[config.mk]
export PLATFORM = sky130hd
export DESIGN_NAME = tssro_regs
export DESIGN_NICKNAME = d
export VERILOG_FILES = /design/src/tssro_pkg.sv /design/src/tssro_osc_if.sv /design/src/tssro_osc_counters.sv /design/src/tssro_regs.sv
export SDC_FILE = /design/constraint.sdc
export NUM_CORES = 1
export LEC_CHECK = 0
export ABC_CLOCK_PERIOD_IN_PS = 11800
export BUFFER_PORTS_ARGS = -buffer_cell sky130_fd_sc_hd__buf_4
export CAP_MARGIN = 10
export CORE_ASPECT_RATIO = 1.1
export CORE_MARGIN = 2
export CORE_UTILIZATION = 52
export CTS_BUF_LIST = sky130_fd_sc_hd__clkbuf_8 sky130_fd_sc_hd__clkbuf_16
export CTS_CLUSTER_DIAMETER = 120
export DETAILED_ROUTE_END_ITERATION = 6
export GPL_TIMING_DRIVEN = 0
export HOLD_SLACK_MARGIN = 0.12
export PLACE_DENSITY = 0.76
export SYNTH_ARGS = -nofsm -noshare
export SYNTH_HDL_FRONTEND = slang
export SYNTH_SLANG_ARGS = --single-unit
[constraint.sdc]
create_clock -name i_clk -period 11.8 [get_ports i_clk]
set_clock_uncertainty 0.2 [all_clocks]
set_input_delay 2.36 -clock i_clk [delete_from_list [all_inputs] [get_ports i_clk]]
set_output_delay 2.36 -clock i_clk [all_outputs]
set_load 0.05 [all_outputs]
[src/tssro_pkg.sv]
// constants for the tile status, security and ring oscillator register bank
// assumes registers are reached by processor-status index, one 32-bit word each
package tssro_pkg;

    // processor-status register indices
    localparam logic [7:0] PS_BOOT_STATE = 8'h03;
    localparam logic [7:0] PS_SECURITY = 8'h05;
    localparam logic [7:0] PS_OSC_CTRL = 8'h06;
    localparam logic [7:0] PS_OSC_COUNT0 = 8'h07;
    localparam logic [7:0] PS_RAM_SIZE = 8'h0C;
    localparam logic [7:0] PS_DBG_STATUS = 8'h10;
    localparam logic [7:0] PS_DBG_PC = 8'h11;
    localparam logic [7:0] PS_DBG_SP = 8'h12;
    localparam logic [7:0] PS_DBG_THREAD = 8'h13;
    localparam logic [7:0] PS_DBG_REGSEL = 8'h14;

    // boot status field positions
    localparam int BOOT_PROC_LSB = 16;
    localparam int BOOT_OVERRIDE_BIT = 8;
    localparam int BOOT_CORE_OFF_BIT = 5;
    localparam int BOOT_NO_POLL_BIT = 4;
    localparam int BOOT_RAM_BIT = 3;
    localparam int BOOT_JTAG_BIT = 2;

    // security field positions and writable bits
    localparam int SEC_WRITE_LOCK_BIT = 31;
    localparam int SEC_GDEBUG_DIS_BIT = 14;
    localparam int SEC_LOCK_ALL_BIT = 12;
    localparam int SEC_SECTOR_LSB = 8;
    localparam int SEC_REDUND_BIT = 7;
    localparam int SEC_BOOT_OTP_BIT = 5;
    localparam int SEC_JTAG_CFG_DIS_BIT = 4;
    localparam int SEC_TAP_DIS_BIT = 0;
    localparam logic [31:0] SEC_MASK = 32'h80005FB1;
    localparam logic [31:0] SEC_RESET = 32'h00000000;

    // oscillator control
    localparam int OSC_CORE_EN_BIT = 1;
    localparam int OSC_PERIPH_EN_BIT = 0;
    localparam logic [1:0] OSC_CTRL_RESET = 2'h0;
    localparam int NUM_OSC = 4;
    localparam int OSC_COUNT_W = 16;
    localparam int OSC_SETTLE_CYCLES = 10;

    // ram size, low two bits reserved
    localparam logic [31:0] RAM_SIZE_BYTES = 32'h00080000;
    localparam logic [31:0] RAM_SIZE_MASK = 32'hFFFFFFFC;

    // debug snapshot fields
    localparam logic [10:0] DBG_STATUS_CAPTURE = 11'h7DF;
    localparam logic [10:0] DBG_STATUS_WRITABLE = 11'h6DF;
    localparam logic [31:0] DBG_RESET = 32'h00000000;
    localparam int DBG_THREAD_W = 8;
    localparam int DBG_REGSEL_W = 5;

endpackage : tssro_pkg

[src/tssro_osc_if.sv]
// bundle between the register bank and the oscillator counters
// assumes both ends run on the same core clock
`timescale 1ns/1ps
`default_nettype none
interface tssro_osc_if;
    import tssro_pkg::*;
    logic [NUM_OSC-1:0] en;
    logic [NUM_OSC-1:0][OSC_COUNT_W-1:0] count;
    modport prod (input en, output count);
    modport cons (output en, input count);
endinterface : tssro_osc_if
`default_nettype wire

[src/tssro_osc_counters.sv]
// counters for the four ring oscillator outputs
// assumes ring outputs arrive from cells that run free of the core clock
`timescale 1ns/1ps
`default_nettype none
module tssro_osc_counters
    import tssro_pkg::*;
(
    input wire logic i_clk,
    input wire logic i_sys_rst,
    input wire logic [NUM_OSC-1:0] i_ring_osc,
    tssro_osc_if.prod osc
);

    genvar g;
    generate
        for (g = 0; g < NUM_OSC; g++) begin : g_osc
            logic meta_q;
            logic sync_q;
            logic prev_q;
            logic [OSC_COUNT_W-1:0] count_q = '0; // power-up value only, reset never clears it
            logic rise;

            // two-flop synchroniser plus edge history
            always_ff @(posedge i_clk or posedge i_sys_rst) begin
                if (i_sys_rst) begin
                    meta_q <= 1'b0;
                    sync_q <= 1'b0;
                    prev_q <= 1'b0;
                end else begin
                    meta_q <= i_ring_osc[g];
                    sync_q <= meta_q;
                    prev_q <= sync_q;
                end
            end

            assign rise = sync_q & ~prev_q;

            // count kept through system reset, so no reset term
            always_ff @(posedge i_clk) begin
                if (rise && osc.en[g]) begin
                    count_q <= count_q + 1'b1;
                end
            end

            assign osc.count[g] = count_q;
        end
    endgenerate

endmodule : tssro_osc_counters
`default_nettype wire

[src/tssro_regs.sv]
// tile status, security and ring oscillator register bank
// assumes processor-status reads and writes arrive as one-cycle strobes on i_clk
`timescale 1ns/1ps
`default_nettype none
module tssro_regs
    import tssro_pkg::*;
(
    input wire logic i_clk,
    input wire logic i_sys_rst,
    input wire logic i_ps_wr,
    input wire logic i_ps_rd,
    input wire logic [7:0] i_ps_addr,
    input wire logic [31:0] i_ps_wdata,
    output logic [31:0] o_ps_rdata,
    output logic o_ps_rvalid,
    input wire logic [7:0] i_proc_num,
    input wire logic i_boot_mode_override,
    input wire logic i_second_core_off,
    input wire logic i_skip_otp_poll,
    input wire logic i_boot_from_ram,
    input wire logic i_boot_from_jtag,
    input wire logic [1:0] i_boot_pll_mode,
    input wire logic i_otp_sec_valid,
    input wire logic [31:0] i_otp_sec_word,
    input wire logic i_debug_mode,
    input wire logic i_debug_entry,
    input wire logic [10:0] i_thread_status,
    input wire logic [31:0] i_saved_pc,
    input wire logic [31:0] i_saved_sp,
    input wire logic [NUM_OSC-1:0] i_ring_osc,
    output logic o_core_osc_en,
    output logic o_periph_osc_en,
    output logic o_global_debug_dis,
    output logic o_jtag_tap_dis,
    output logic o_otp_lock_all,
    output logic [3:0] o_otp_sector_lock,
    output logic o_otp_redundancy_en,
    output logic o_boot_from_otp,
    output logic o_jtag_cfg_dis,
    output logic [DBG_THREAD_W-1:0] o_dbg_read_thread,
    output logic [DBG_REGSEL_W-1:0] o_dbg_read_reg
);

    tssro_osc_if osc ();

    logic [15:0] boot_meta_q;
    logic [15:0] boot_sync_q;
    logic [31:0] boot_word;
    logic [31:0] sec_q;
    logic [31:0] sec_d;
    logic [1:0] osc_ctrl_q;
    logic [1:0] osc_ctrl_d;
    logic [10:0] dbg_status_q;
    logic [10:0] dbg_status_d;
    logic [31:0] dbg_pc_q;
    logic [31:0] dbg_pc_d;
    logic [31:0] dbg_sp_q;
    logic [31:0] dbg_sp_d;
    logic [DBG_THREAD_W-1:0] dbg_thread_q;
    logic [DBG_THREAD_W-1:0] dbg_thread_d;
    logic [DBG_REGSEL_W-1:0] dbg_regsel_q;
    logic [DBG_REGSEL_W-1:0] dbg_regsel_d;
    logic [31:0] rdata_q;
    logic rvalid_q;

    // oscillator counters on their own synchronised inputs
    tssro_osc_counters u_osc (
        .i_clk(i_clk),
        .i_sys_rst(i_sys_rst),
        .i_ring_osc(i_ring_osc),
        .osc(osc.prod)
    );

    // boot straps come from pins, so two flops before use
    always_ff @(posedge i_clk or posedge i_sys_rst) begin
        if (i_sys_rst) begin
            boot_meta_q <= 16'h0000;
            boot_sync_q <= 16'h0000;
        end else begin
            boot_meta_q <= {i_proc_num, i_boot_mode_override, i_second_core_off,
                            i_skip_otp_poll, i_boot_from_ram, i_boot_from_jtag,
                            i_boot_pll_mode, 1'b0};
            boot_sync_q <= boot_meta_q;
        end
    end

    // boot status word, reserved bits zero
    assign boot_word = {8'h00, boot_sync_q[15:8], 7'h00,
                        boot_sync_q[7], 2'h0,
                        boot_sync_q[6], boot_sync_q[5],
                        boot_sync_q[4], boot_sync_q[3],
                        boot_sync_q[2:1]};

    // address decode
    wire hit_boot = (i_ps_addr == PS_BOOT_STATE);
    wire hit_sec = (i_ps_addr == PS_SECURITY);
    wire hit_osc_ctrl = (i_ps_addr == PS_OSC_CTRL);
    wire [7:0] osc_rel = i_ps_addr - PS_OSC_COUNT0;
    wire hit_osc_cnt = (osc_rel < 8'(NUM_OSC));
    wire hit_ram = (i_ps_addr == PS_RAM_SIZE);
    wire hit_dbg_st = (i_ps_addr == PS_DBG_STATUS);
    wire hit_dbg_pc = (i_ps_addr == PS_DBG_PC);
    wire hit_dbg_sp = (i_ps_addr == PS_DBG_SP);
    wire hit_dbg_th = (i_ps_addr == PS_DBG_THREAD);
    wire hit_dbg_rs = (i_ps_addr == PS_DBG_REGSEL);

    // write strobes; debug fields need debug mode
    wire dbg_wr = i_ps_wr & i_debug_mode;
    wire wr_sec = i_ps_wr & hit_sec & ~sec_q[SEC_WRITE_LOCK_BIT];
    wire wr_osc = i_ps_wr & hit_osc_ctrl;

    // security: otp copy wins over a software write
    assign sec_d = i_otp_sec_valid ? (i_otp_sec_word & SEC_MASK) :
                   wr_sec ? (i_ps_wdata & SEC_MASK) : sec_q;

    // oscillator enables
    assign osc_ctrl_d = wr_osc ? i_ps_wdata[1:0] : osc_ctrl_q;

    // debug snapshots: capture on entry wins over a write; thread and register select take writes only
    assign dbg_status_d = i_debug_entry ? (i_thread_status & DBG_STATUS_CAPTURE) :
                          (dbg_wr && hit_dbg_st) ?
                          ((dbg_status_q & ~DBG_STATUS_WRITABLE) |
                           (i_ps_wdata[10:0] & DBG_STATUS_WRITABLE)) :
                          dbg_status_q;
    assign dbg_pc_d = i_debug_entry ? i_saved_pc :
                      (dbg_wr && hit_dbg_pc) ? i_ps_wdata : dbg_pc_q;
    assign dbg_sp_d = i_debug_entry ? i_saved_sp :
                      (dbg_wr && hit_dbg_sp) ? i_ps_wdata : dbg_sp_q;
    assign dbg_thread_d = (dbg_wr && hit_dbg_th) ? i_ps_wdata[7:0] : dbg_thread_q;
    assign dbg_regsel_d = (dbg_wr && hit_dbg_rs) ? i_ps_wdata[4:0] : dbg_regsel_q;

    // oscillator enables: tile cell and wire on core, others peripheral
    assign osc.en = {osc_ctrl_q[OSC_PERIPH_EN_BIT], osc_ctrl_q[OSC_PERIPH_EN_BIT],
                     osc_ctrl_q[OSC_CORE_EN_BIT], osc_ctrl_q[OSC_CORE_EN_BIT]};

    // read data selection, unmapped reads return zero
    wire [1:0] osc_idx = osc_rel[1:0];
    wire [31:0] rd_mux =
        ({32{hit_boot}} & boot_word) |
        ({32{hit_sec}} & sec_q) |
        ({32{hit_osc_ctrl}} & {30'h0, osc_ctrl_q}) |
        ({32{hit_osc_cnt}} & {16'h0000, osc.count[osc_idx]}) |
        ({32{hit_ram}} & (RAM_SIZE_BYTES & RAM_SIZE_MASK)) |
        ({32{hit_dbg_st}} & {21'h0, dbg_status_q}) |
        ({32{hit_dbg_pc}} & dbg_pc_q) |
        ({32{hit_dbg_sp}} & dbg_sp_q) |
        ({32{hit_dbg_th}} & {24'h0, dbg_thread_q}) |
        ({32{hit_dbg_rs}} & {27'h0, dbg_regsel_q});

    // control and snapshot registers
    always_ff @(posedge i_clk or posedge i_sys_rst) begin
        if (i_sys_rst) begin
            sec_q <= SEC_RESET;
            osc_ctrl_q <= OSC_CTRL_RESET;
            dbg_status_q <= DBG_RESET[10:0];
            dbg_pc_q <= DBG_RESET;
            dbg_sp_q <= DBG_RESET;
            dbg_thread_q <= DBG_RESET[7:0];
            dbg_regsel_q <= DBG_RESET[4:0];
        end else begin
            sec_q <= sec_d;
            osc_ctrl_q <= osc_ctrl_d;
            dbg_status_q <= dbg_status_d;
            dbg_pc_q <= dbg_pc_d;
            dbg_sp_q <= dbg_sp_d;
            dbg_thread_q <= dbg_thread_d;
            dbg_regsel_q <= dbg_regsel_d;
        end
    end

    // read response, one cycle after the strobe
    always_ff @(posedge i_clk or posedge i_sys_rst) begin
        if (i_sys_rst) begin
            rdata_q <= 32'h00000000;
            rvalid_q <= 1'b0;
        end else begin
            rdata_q <= i_ps_rd ? rd_mux : rdata_q;
            rvalid_q <= i_ps_rd;
        end
    end

    // outputs straight from flops
    assign o_ps_rdata = rdata_q;
    assign o_ps_rvalid = rvalid_q;
    assign o_core_osc_en = osc_ctrl_q[OSC_CORE_EN_BIT];
    assign o_periph_osc_en = osc_ctrl_q[OSC_PERIPH_EN_BIT];
    assign o_global_debug_dis = sec_q[SEC_GDEBUG_DIS_BIT];
    assign o_jtag_tap_dis = sec_q[SEC_TAP_DIS_BIT];
    assign o_otp_lock_all = sec_q[SEC_LOCK_ALL_BIT];
    assign o_otp_sector_lock = sec_q[SEC_SECTOR_LSB +: 4];
    assign o_otp_redundancy_en = sec_q[SEC_REDUND_BIT];
    assign o_boot_from_otp = sec_q[SEC_BOOT_OTP_BIT];
    assign o_jtag_cfg_dis = sec_q[SEC_JTAG_CFG_DIS_BIT];
    assign o_dbg_read_thread = dbg_thread_q;
    assign o_dbg_read_reg = dbg_regsel_q;

    // cycles since oscillators were last stopped, for the settle check
    logic [3:0] stop_cnt_q;
    always_ff @(posedge i_clk or posedge i_sys_rst) begin
        if (i_sys_rst) begin
            stop_cnt_q <= 4'h0;
        end else if (osc_ctrl_q != 2'h0) begin
            stop_cnt_q <= 4'h0;
        end else if (stop_cnt_q != 4'hF) begin
            stop_cnt_q <= stop_cnt_q + 4'h1;
        end
    end

    // processor number follows the pins two cycles late
    property p_proc_num;
        @(posedge i_clk) disable iff (i_sys_rst)
        (!$past(i_sys_rst) && !$past(i_sys_rst, 2))
            |-> boot_word[23:16] == $past(i_proc_num, 2);
    endproperty
    a_proc_num: assert property (p_proc_num) else $error("processor number wrong");

    // boot low bits returned on read
    property p_boot_low;
        @(posedge i_clk) disable iff (i_sys_rst)
        (i_ps_rd && hit_boot) |=> o_ps_rvalid && o_ps_rdata[3:0] == $past(boot_word[3:0]);
    endproperty
    a_boot_low: assert property (p_boot_low) else $error("boot low bits wrong");

    // override, core-off and poll bits track their pins
    property p_boot_flags;
        @(posedge i_clk) disable iff (i_sys_rst)
        (!$past(i_sys_rst) && !$past(i_sys_rst, 2))
            |-> boot_word[8] == $past(i_boot_mode_override, 2)
                && boot_word[5] == $past(i_second_core_off, 2)
                && boot_word[4] == $past(i_skip_otp_poll, 2);
    endproperty
    a_boot_flags: assert property (p_boot_flags) else $error("boot flags wrong");

    // otp copy lands next cycle
    property p_otp_load;
        @(posedge i_clk) disable iff (i_sys_rst)
        i_otp_sec_valid |=> sec_q == ($past(i_otp_sec_word) & SEC_MASK);
    endproperty
    a_otp_load: assert property (p_otp_load) else $error("otp copy not loaded");

    // locked security register ignores writes
    property p_sec_lock;
        @(posedge i_clk) disable iff (i_sys_rst)
        (i_ps_wr && hit_sec && sec_q[31] && !i_otp_sec_valid) |=> $stable(sec_q);
    endproperty
    a_sec_lock: assert property (p_sec_lock) else $error("locked register changed");

    // oscillator enable bits follow the write
    property p_osc_ctrl;
        @(posedge i_clk) disable iff (i_sys_rst)
        (i_ps_wr && hit_osc_ctrl) |=> o_core_osc_en == $past(i_ps_wdata[1])
                                      && o_periph_osc_en == $past(i_ps_wdata[0]);
    endproperty
    a_osc_ctrl: assert property (p_osc_ctrl) else $error("osc enable wrong");

    // counter reads have zero upper half
    property p_osc_read;
        @(posedge i_clk) disable iff (i_sys_rst)
        (i_ps_rd && hit_osc_cnt) |=> o_ps_rdata[31:16] == 16'h0000
            && o_ps_rdata[15:0] == $past(osc.count[osc_idx]);
    endproperty
    a_osc_read: assert property (p_osc_read) else $error("counter read wrong");

    // ram size low bits zero
    property p_ram_size;
        @(posedge i_clk) disable iff (i_sys_rst)
        (i_ps_rd && hit_ram) |=> o_ps_rdata == (RAM_SIZE_BYTES & RAM_SIZE_MASK);
    endproperty
    a_ram_size: assert property (p_ram_size) else $error("ram size wrong");

    // status capture on debug entry
    property p_status_cap;
        @(posedge i_clk) disable iff (i_sys_rst)
        i_debug_entry |=> dbg_status_q == ($past(i_thread_status) & DBG_STATUS_CAPTURE);
    endproperty
    a_status_cap: assert property (p_status_cap) else $error("status not captured");

    // program counter and stack capture
    property p_pc_cap;
        @(posedge i_clk) disable iff (i_sys_rst)
        i_debug_entry |=> dbg_pc_q == $past(i_saved_pc) && dbg_sp_q == $past(i_saved_sp);
    endproperty
    a_pc_cap: assert property (p_pc_cap) else $error("pc not captured");

    // debug fields hold outside debug mode
    property p_dbg_hold;
        @(posedge i_clk) disable iff (i_sys_rst)
        (i_ps_wr && !i_debug_mode && !i_debug_entry) |=> $stable(dbg_pc_q)
            && $stable(dbg_sp_q) && $stable(dbg_thread_q) && $stable(dbg_regsel_q);
    endproperty
    a_dbg_hold: assert property (p_dbg_hold) else $error("debug field written");

    // register selector takes five bits in debug mode
    property p_regsel;
        @(posedge i_clk) disable iff (i_sys_rst)
        (i_ps_wr && i_debug_mode && hit_dbg_rs) |=> o_dbg_read_reg == $past(i_ps_wdata[4:0]);
    endproperty
    a_regsel: assert property (p_regsel) else $error("register select wrong");

    // main scenarios
    property p_cov_locked_write;
        @(posedge i_clk) disable iff (i_sys_rst)
        i_ps_wr && hit_sec && sec_q[31];
    endproperty
    c_locked_write: cover property (p_cov_locked_write);

    property p_cov_settled_read;
        @(posedge i_clk) disable iff (i_sys_rst)
        i_ps_rd && hit_osc_cnt && stop_cnt_q >= 4'(OSC_SETTLE_CYCLES);
    endproperty
    c_settled_read: cover property (p_cov_settled_read);

    property p_cov_entry_read;
        @(posedge i_clk) disable iff (i_sys_rst)
        i_debug_entry ##[1:4] (i_ps_rd && hit_dbg_pc);
    endproperty
    c_entry_read: cover property (p_cov_entry_read);

endmodule : tssro_regs
`default_nettype wire

==> flow_metrics.env <==
export IMPL_pre_cts_ws_ns=6.439
export IMPL_cts_path_max_buffers=3
export IMPL_tightestPinTransition_ns=0.9148
export IMPL_p_comb_frac=0.121
export IMPL_wirelength_um=33650
export IMPL_largest_register="u_osc.g_osc.count_q"
export IMPL_largest_reg_flops=64
export IMPL_grt_pass1_vias=8886
export IMPL_power_leakage_nw=6.465
export IMPL_path_class="input port to register"
export IMPL_dp_cells=1437
export IMPL_rsz0062_at_grt="no"
export IMPL_antenna_found_initial=0
export IMPL_portBuffers=207
export IMPL_layout_drive_gt1_share=0.2724
export IMPL_drc_errors=0
export IMPL_ys_ff_latch=239
export IMPL_post_route_util=0.6591
export IMPL_firstDrtPassIters=5
export IMPL_arrival_ns=4.99
export IMPL_pin_count=231
export IMPL_rows=56
export IMPL_setup_tns_final_ns=0
export IMPL_setup_viol=0
export IMPL_post_cts_resized=0
export IMPL_cts_root_buf="clkbuf_16"
export IMPL_seqPwrFrac=0.463
export IMPL_final_cell_mix="buf_4 (221), dfrtp_1 (175), nand2_1 (129)"
export IMPL_required_ns=11.99
export IMPL_synth_async_sr_flop_share=0.7322
export IMPL_cp_start_kind="input port"
export IMPL_power_switching_mw=0.5115
export IMPL_area_growth_pct=25.45
export IMPL_post_cts_setup_buffers=0
export IMPL_syn_inst=939
export IMPL_start_util=0.5253
export IMPL_slew_violations=0
export IMPL_syn_mean_instance_area_um2=11.80
export IMPL_grt_use_total=0.2989
export IMPL_die_y_um=157.1
export IMPL_final_common_cell="buf_4"
export IMPL_finalNonFillerCells=1483
export IMPL_powerDensity_nw_per_um2=143.6
export IMPL_path_max_fanout=10
export IMPL_cts_buffers=25
export IMPL_gr_total_overflow=0
export IMPL_tritoncts="built"
export IMPL_dp_final_hpwl_um=24390
export IMPL_hold_class="register to register"
export IMPL_clk_pin_slew_ns=0.06
export IMPL_syn_area_um2=11080
export IMPL_period_minus_slack_ns=4.796
export IMPL_ir_drop_mv=0.1047
export IMPL_grt_pass1_wl_um=50660
export IMPL_grt_start_max_net_pins=133
export IMPL_holdWs_ns=0.1410
export IMPL_cp_end_kind="register"
export IMPL_avgViaCountPerCell=5.991
export IMPL_insertedDiodeCount=0
export IMPL_status="completed"
export IMPL_fin_crit_sh=0.4064
export IMPL_clock_power_share=0.416
export IMPL_p_sw_frac=0.2562
export IMPL_maxSlewHeadroom=0.3901
export IMPL_routabilityCongestion=0.8989
export IMPL_fmax_mhz=208.5
export IMPL_cts_hold_buffers=0
export IMPL_clock_latency_ns=0.52
export IMPL_final_hold_viol_count=0
export IMPL_detail_route_wl_per_cell_um=22.69
export IMPL_vias=8885
export IMPL_layout_setup_ws_ns=7.004
export IMPL_dieArea_um2=22490
export IMPL_synthFlopType="dfrtp_1"
export IMPL_die_w_um=143.2
export IMPL_synth_edf_count=64
export IMPL_yosysWarnings=0
export IMPL_ys_types=51
export IMPL_drt_iter0_markers=816
export IMPL_ys_seq_area_frac=0.5687
export IMPL_fill_cells=1602
export IMPL_final_nets=1355
export IMPL_maxCapViolCount=0
export IMPL_syn_num_nets=1120
export IMPL_p_int_mw=1.485
export IMPL_core_area_um2=21090
export IMPL_clock_sinks=239
export IMPL_htreeDepth=1
export IMPL_ant_nets=0
cell usage after synthesis, types with 3 or more instances:
| cell | n | share of area |
|---|---|---|
| dfrtp_1 | 175 | 0.40 |
| a31oi_1 | 9 | 0.0051 |
| xnor2_1 | 38 | 0.030 |
| nor2_1 | 51 | 0.017 |
| buf_4 | 14 | 0.0095 |
| and4_1 | 7 | 0.0055 |
| and2_1 | 6 | 0.0034 |
| nand3_1 | 15 | 0.0068 |
| a21oi_1 | 10 | 0.0045 |
| o21ai_1 | 78 | 0.035 |
| and3_1 | 19 | 0.011 |
| ha_1 | 8 | 0.0090 |
| a41oi_2 | 5 | 0.0073 |
| a22o_1 | 3 | 0.0024 |
| buf_2 | 19 | 0.0086 |
| mux4_2 | 16 | 0.033 |
| a22oi_1 | 16 | 0.011 |
| nand2_1 | 129 | 0.044 |
| mux2_4 | 5 | 0.0068 |
| o21ai_0 | 23 | 0.010 |
| a221oi_1 | 21 | 0.017 |
| inv_1 | 9 | 0.0030 |
| clkbuf_1 | 28 | 0.0095 |
| a222oi_1 | 3 | 0.0027 |
| xor2_1 | 18 | 0.014 |
| nor3_1 | 8 | 0.0036 |
| and3b_1 | 5 | 0.0040 |
| mux2i_1 | 84 | 0.076 |
| nand4_1 | 17 | 0.0096 |
| edfxtp_1 | 64 | 0.17 |
| mux2_2 | 11 | 0.011 |
worst max-delay path, cell delays in order:
cell	delay (ns)
buf_4	0.10
buf_2	0.27
buf_2	0.34
inv_1	0.11
ha_1	0.29
buf_2	0.25
buf_2	0.36
mux4_2	0.56
o21ai_0	0.18
a31oi_1	0.14
power groups by stage:
stage          Clock, mW  Combinational, mW  Sequential (mW)
4_1_cts            0.836              0.242            0.923
3_5_place_dp           0              0.240            0.939
5_1_grt            0.872              0.259            0.928
6_report           0.830              0.242            0.924
3_3_place_gp           0              0.235            0.937
2_1_floorplan          0             0.0967            0.970
layout make-up:
cell class	instances	area (um2)	area share
plain buffers	62	309.0	0.02223
clock buffers	27	664.4	0.04780
clock inverters	19	203.9	0.01467
inverters	9	41.29	0.002971
multi-input cells	629	4436	0.3191
flip-flops and latches	239	6301	0.4533
well taps	290	362.8	0.02610
repair buffers	208	1582	0.1138
logic make-up (layout without fill, tap and decap cells):
kind of cell	count (synthesis)	count (layout)	share of synthesized area
flip-flops	239	239	0.5687
buffers and inverters	71	325	0.03094
multiplexers	116	116	0.1264
AND/OR/NAND/NOR	267	267	0.1142
AO/OA/AOI/OAI	182	182	0.1065
adder cells (fa/ha/maj)	8	8	0.009035
XOR/XNOR	56	56	0.04427
metal layers:
| metal | GRT usage | share of wire |
|---|---|---|
| met1 | 0.4043 | 0.39 |
| met2 | 0.4650 | 0.47 |
| met3 | 0.06115 | 0.089 |
| met4 | 0.1433 | 0.048 |
| met5 | 0 | 0 |
metrics by stage:
step / instance area, um2 / total power, mW
2_1_floorplan: 11080 / 1.066
3_3_place_gp: 13000 / 1.172
3_5_place_dp: 13030 / 1.179
4_1_cts: 13900 / 2.001
5_1_grt: 13900 / 2.059
6_report: 13900 / 1.996
final timing paths:
check | startpoint | end | slack (ns) | cells past startpoint
max in group asynchronous | i_sys_rst | u_osc.g_osc[0].meta_q$_DFF_PP0_ | 8.81 | 3
worst min-delay path | u_osc.g_osc[2].meta_q$_DFF_PP0_ | u_osc.g_osc[2].sync_q$_DFF_PP0_ | 0.14 | 0
worst min register to register | u_osc.g_osc[2].meta_q$_DFF_PP0_ | u_osc.g_osc[2].sync_q$_DFF_PP0_ | 0.14 | 0
min in group asynchronous | i_sys_rst | boot_sync_q[15]$_DFF_PP0_ | 1.62 | 2
worst max-delay path | i_ps_addr[0] | o_ps_rdata[3]$_DFFE_PP0P_ | 7.00 | 10
worst max register to register | u_osc.g_osc[3].count_q[2]$_DFFE_PP_ | u_osc.g_osc[3].count_q[14]$_DFFE_PP_ | 9.79 | 4
Power figures use the tool's default switching activity.
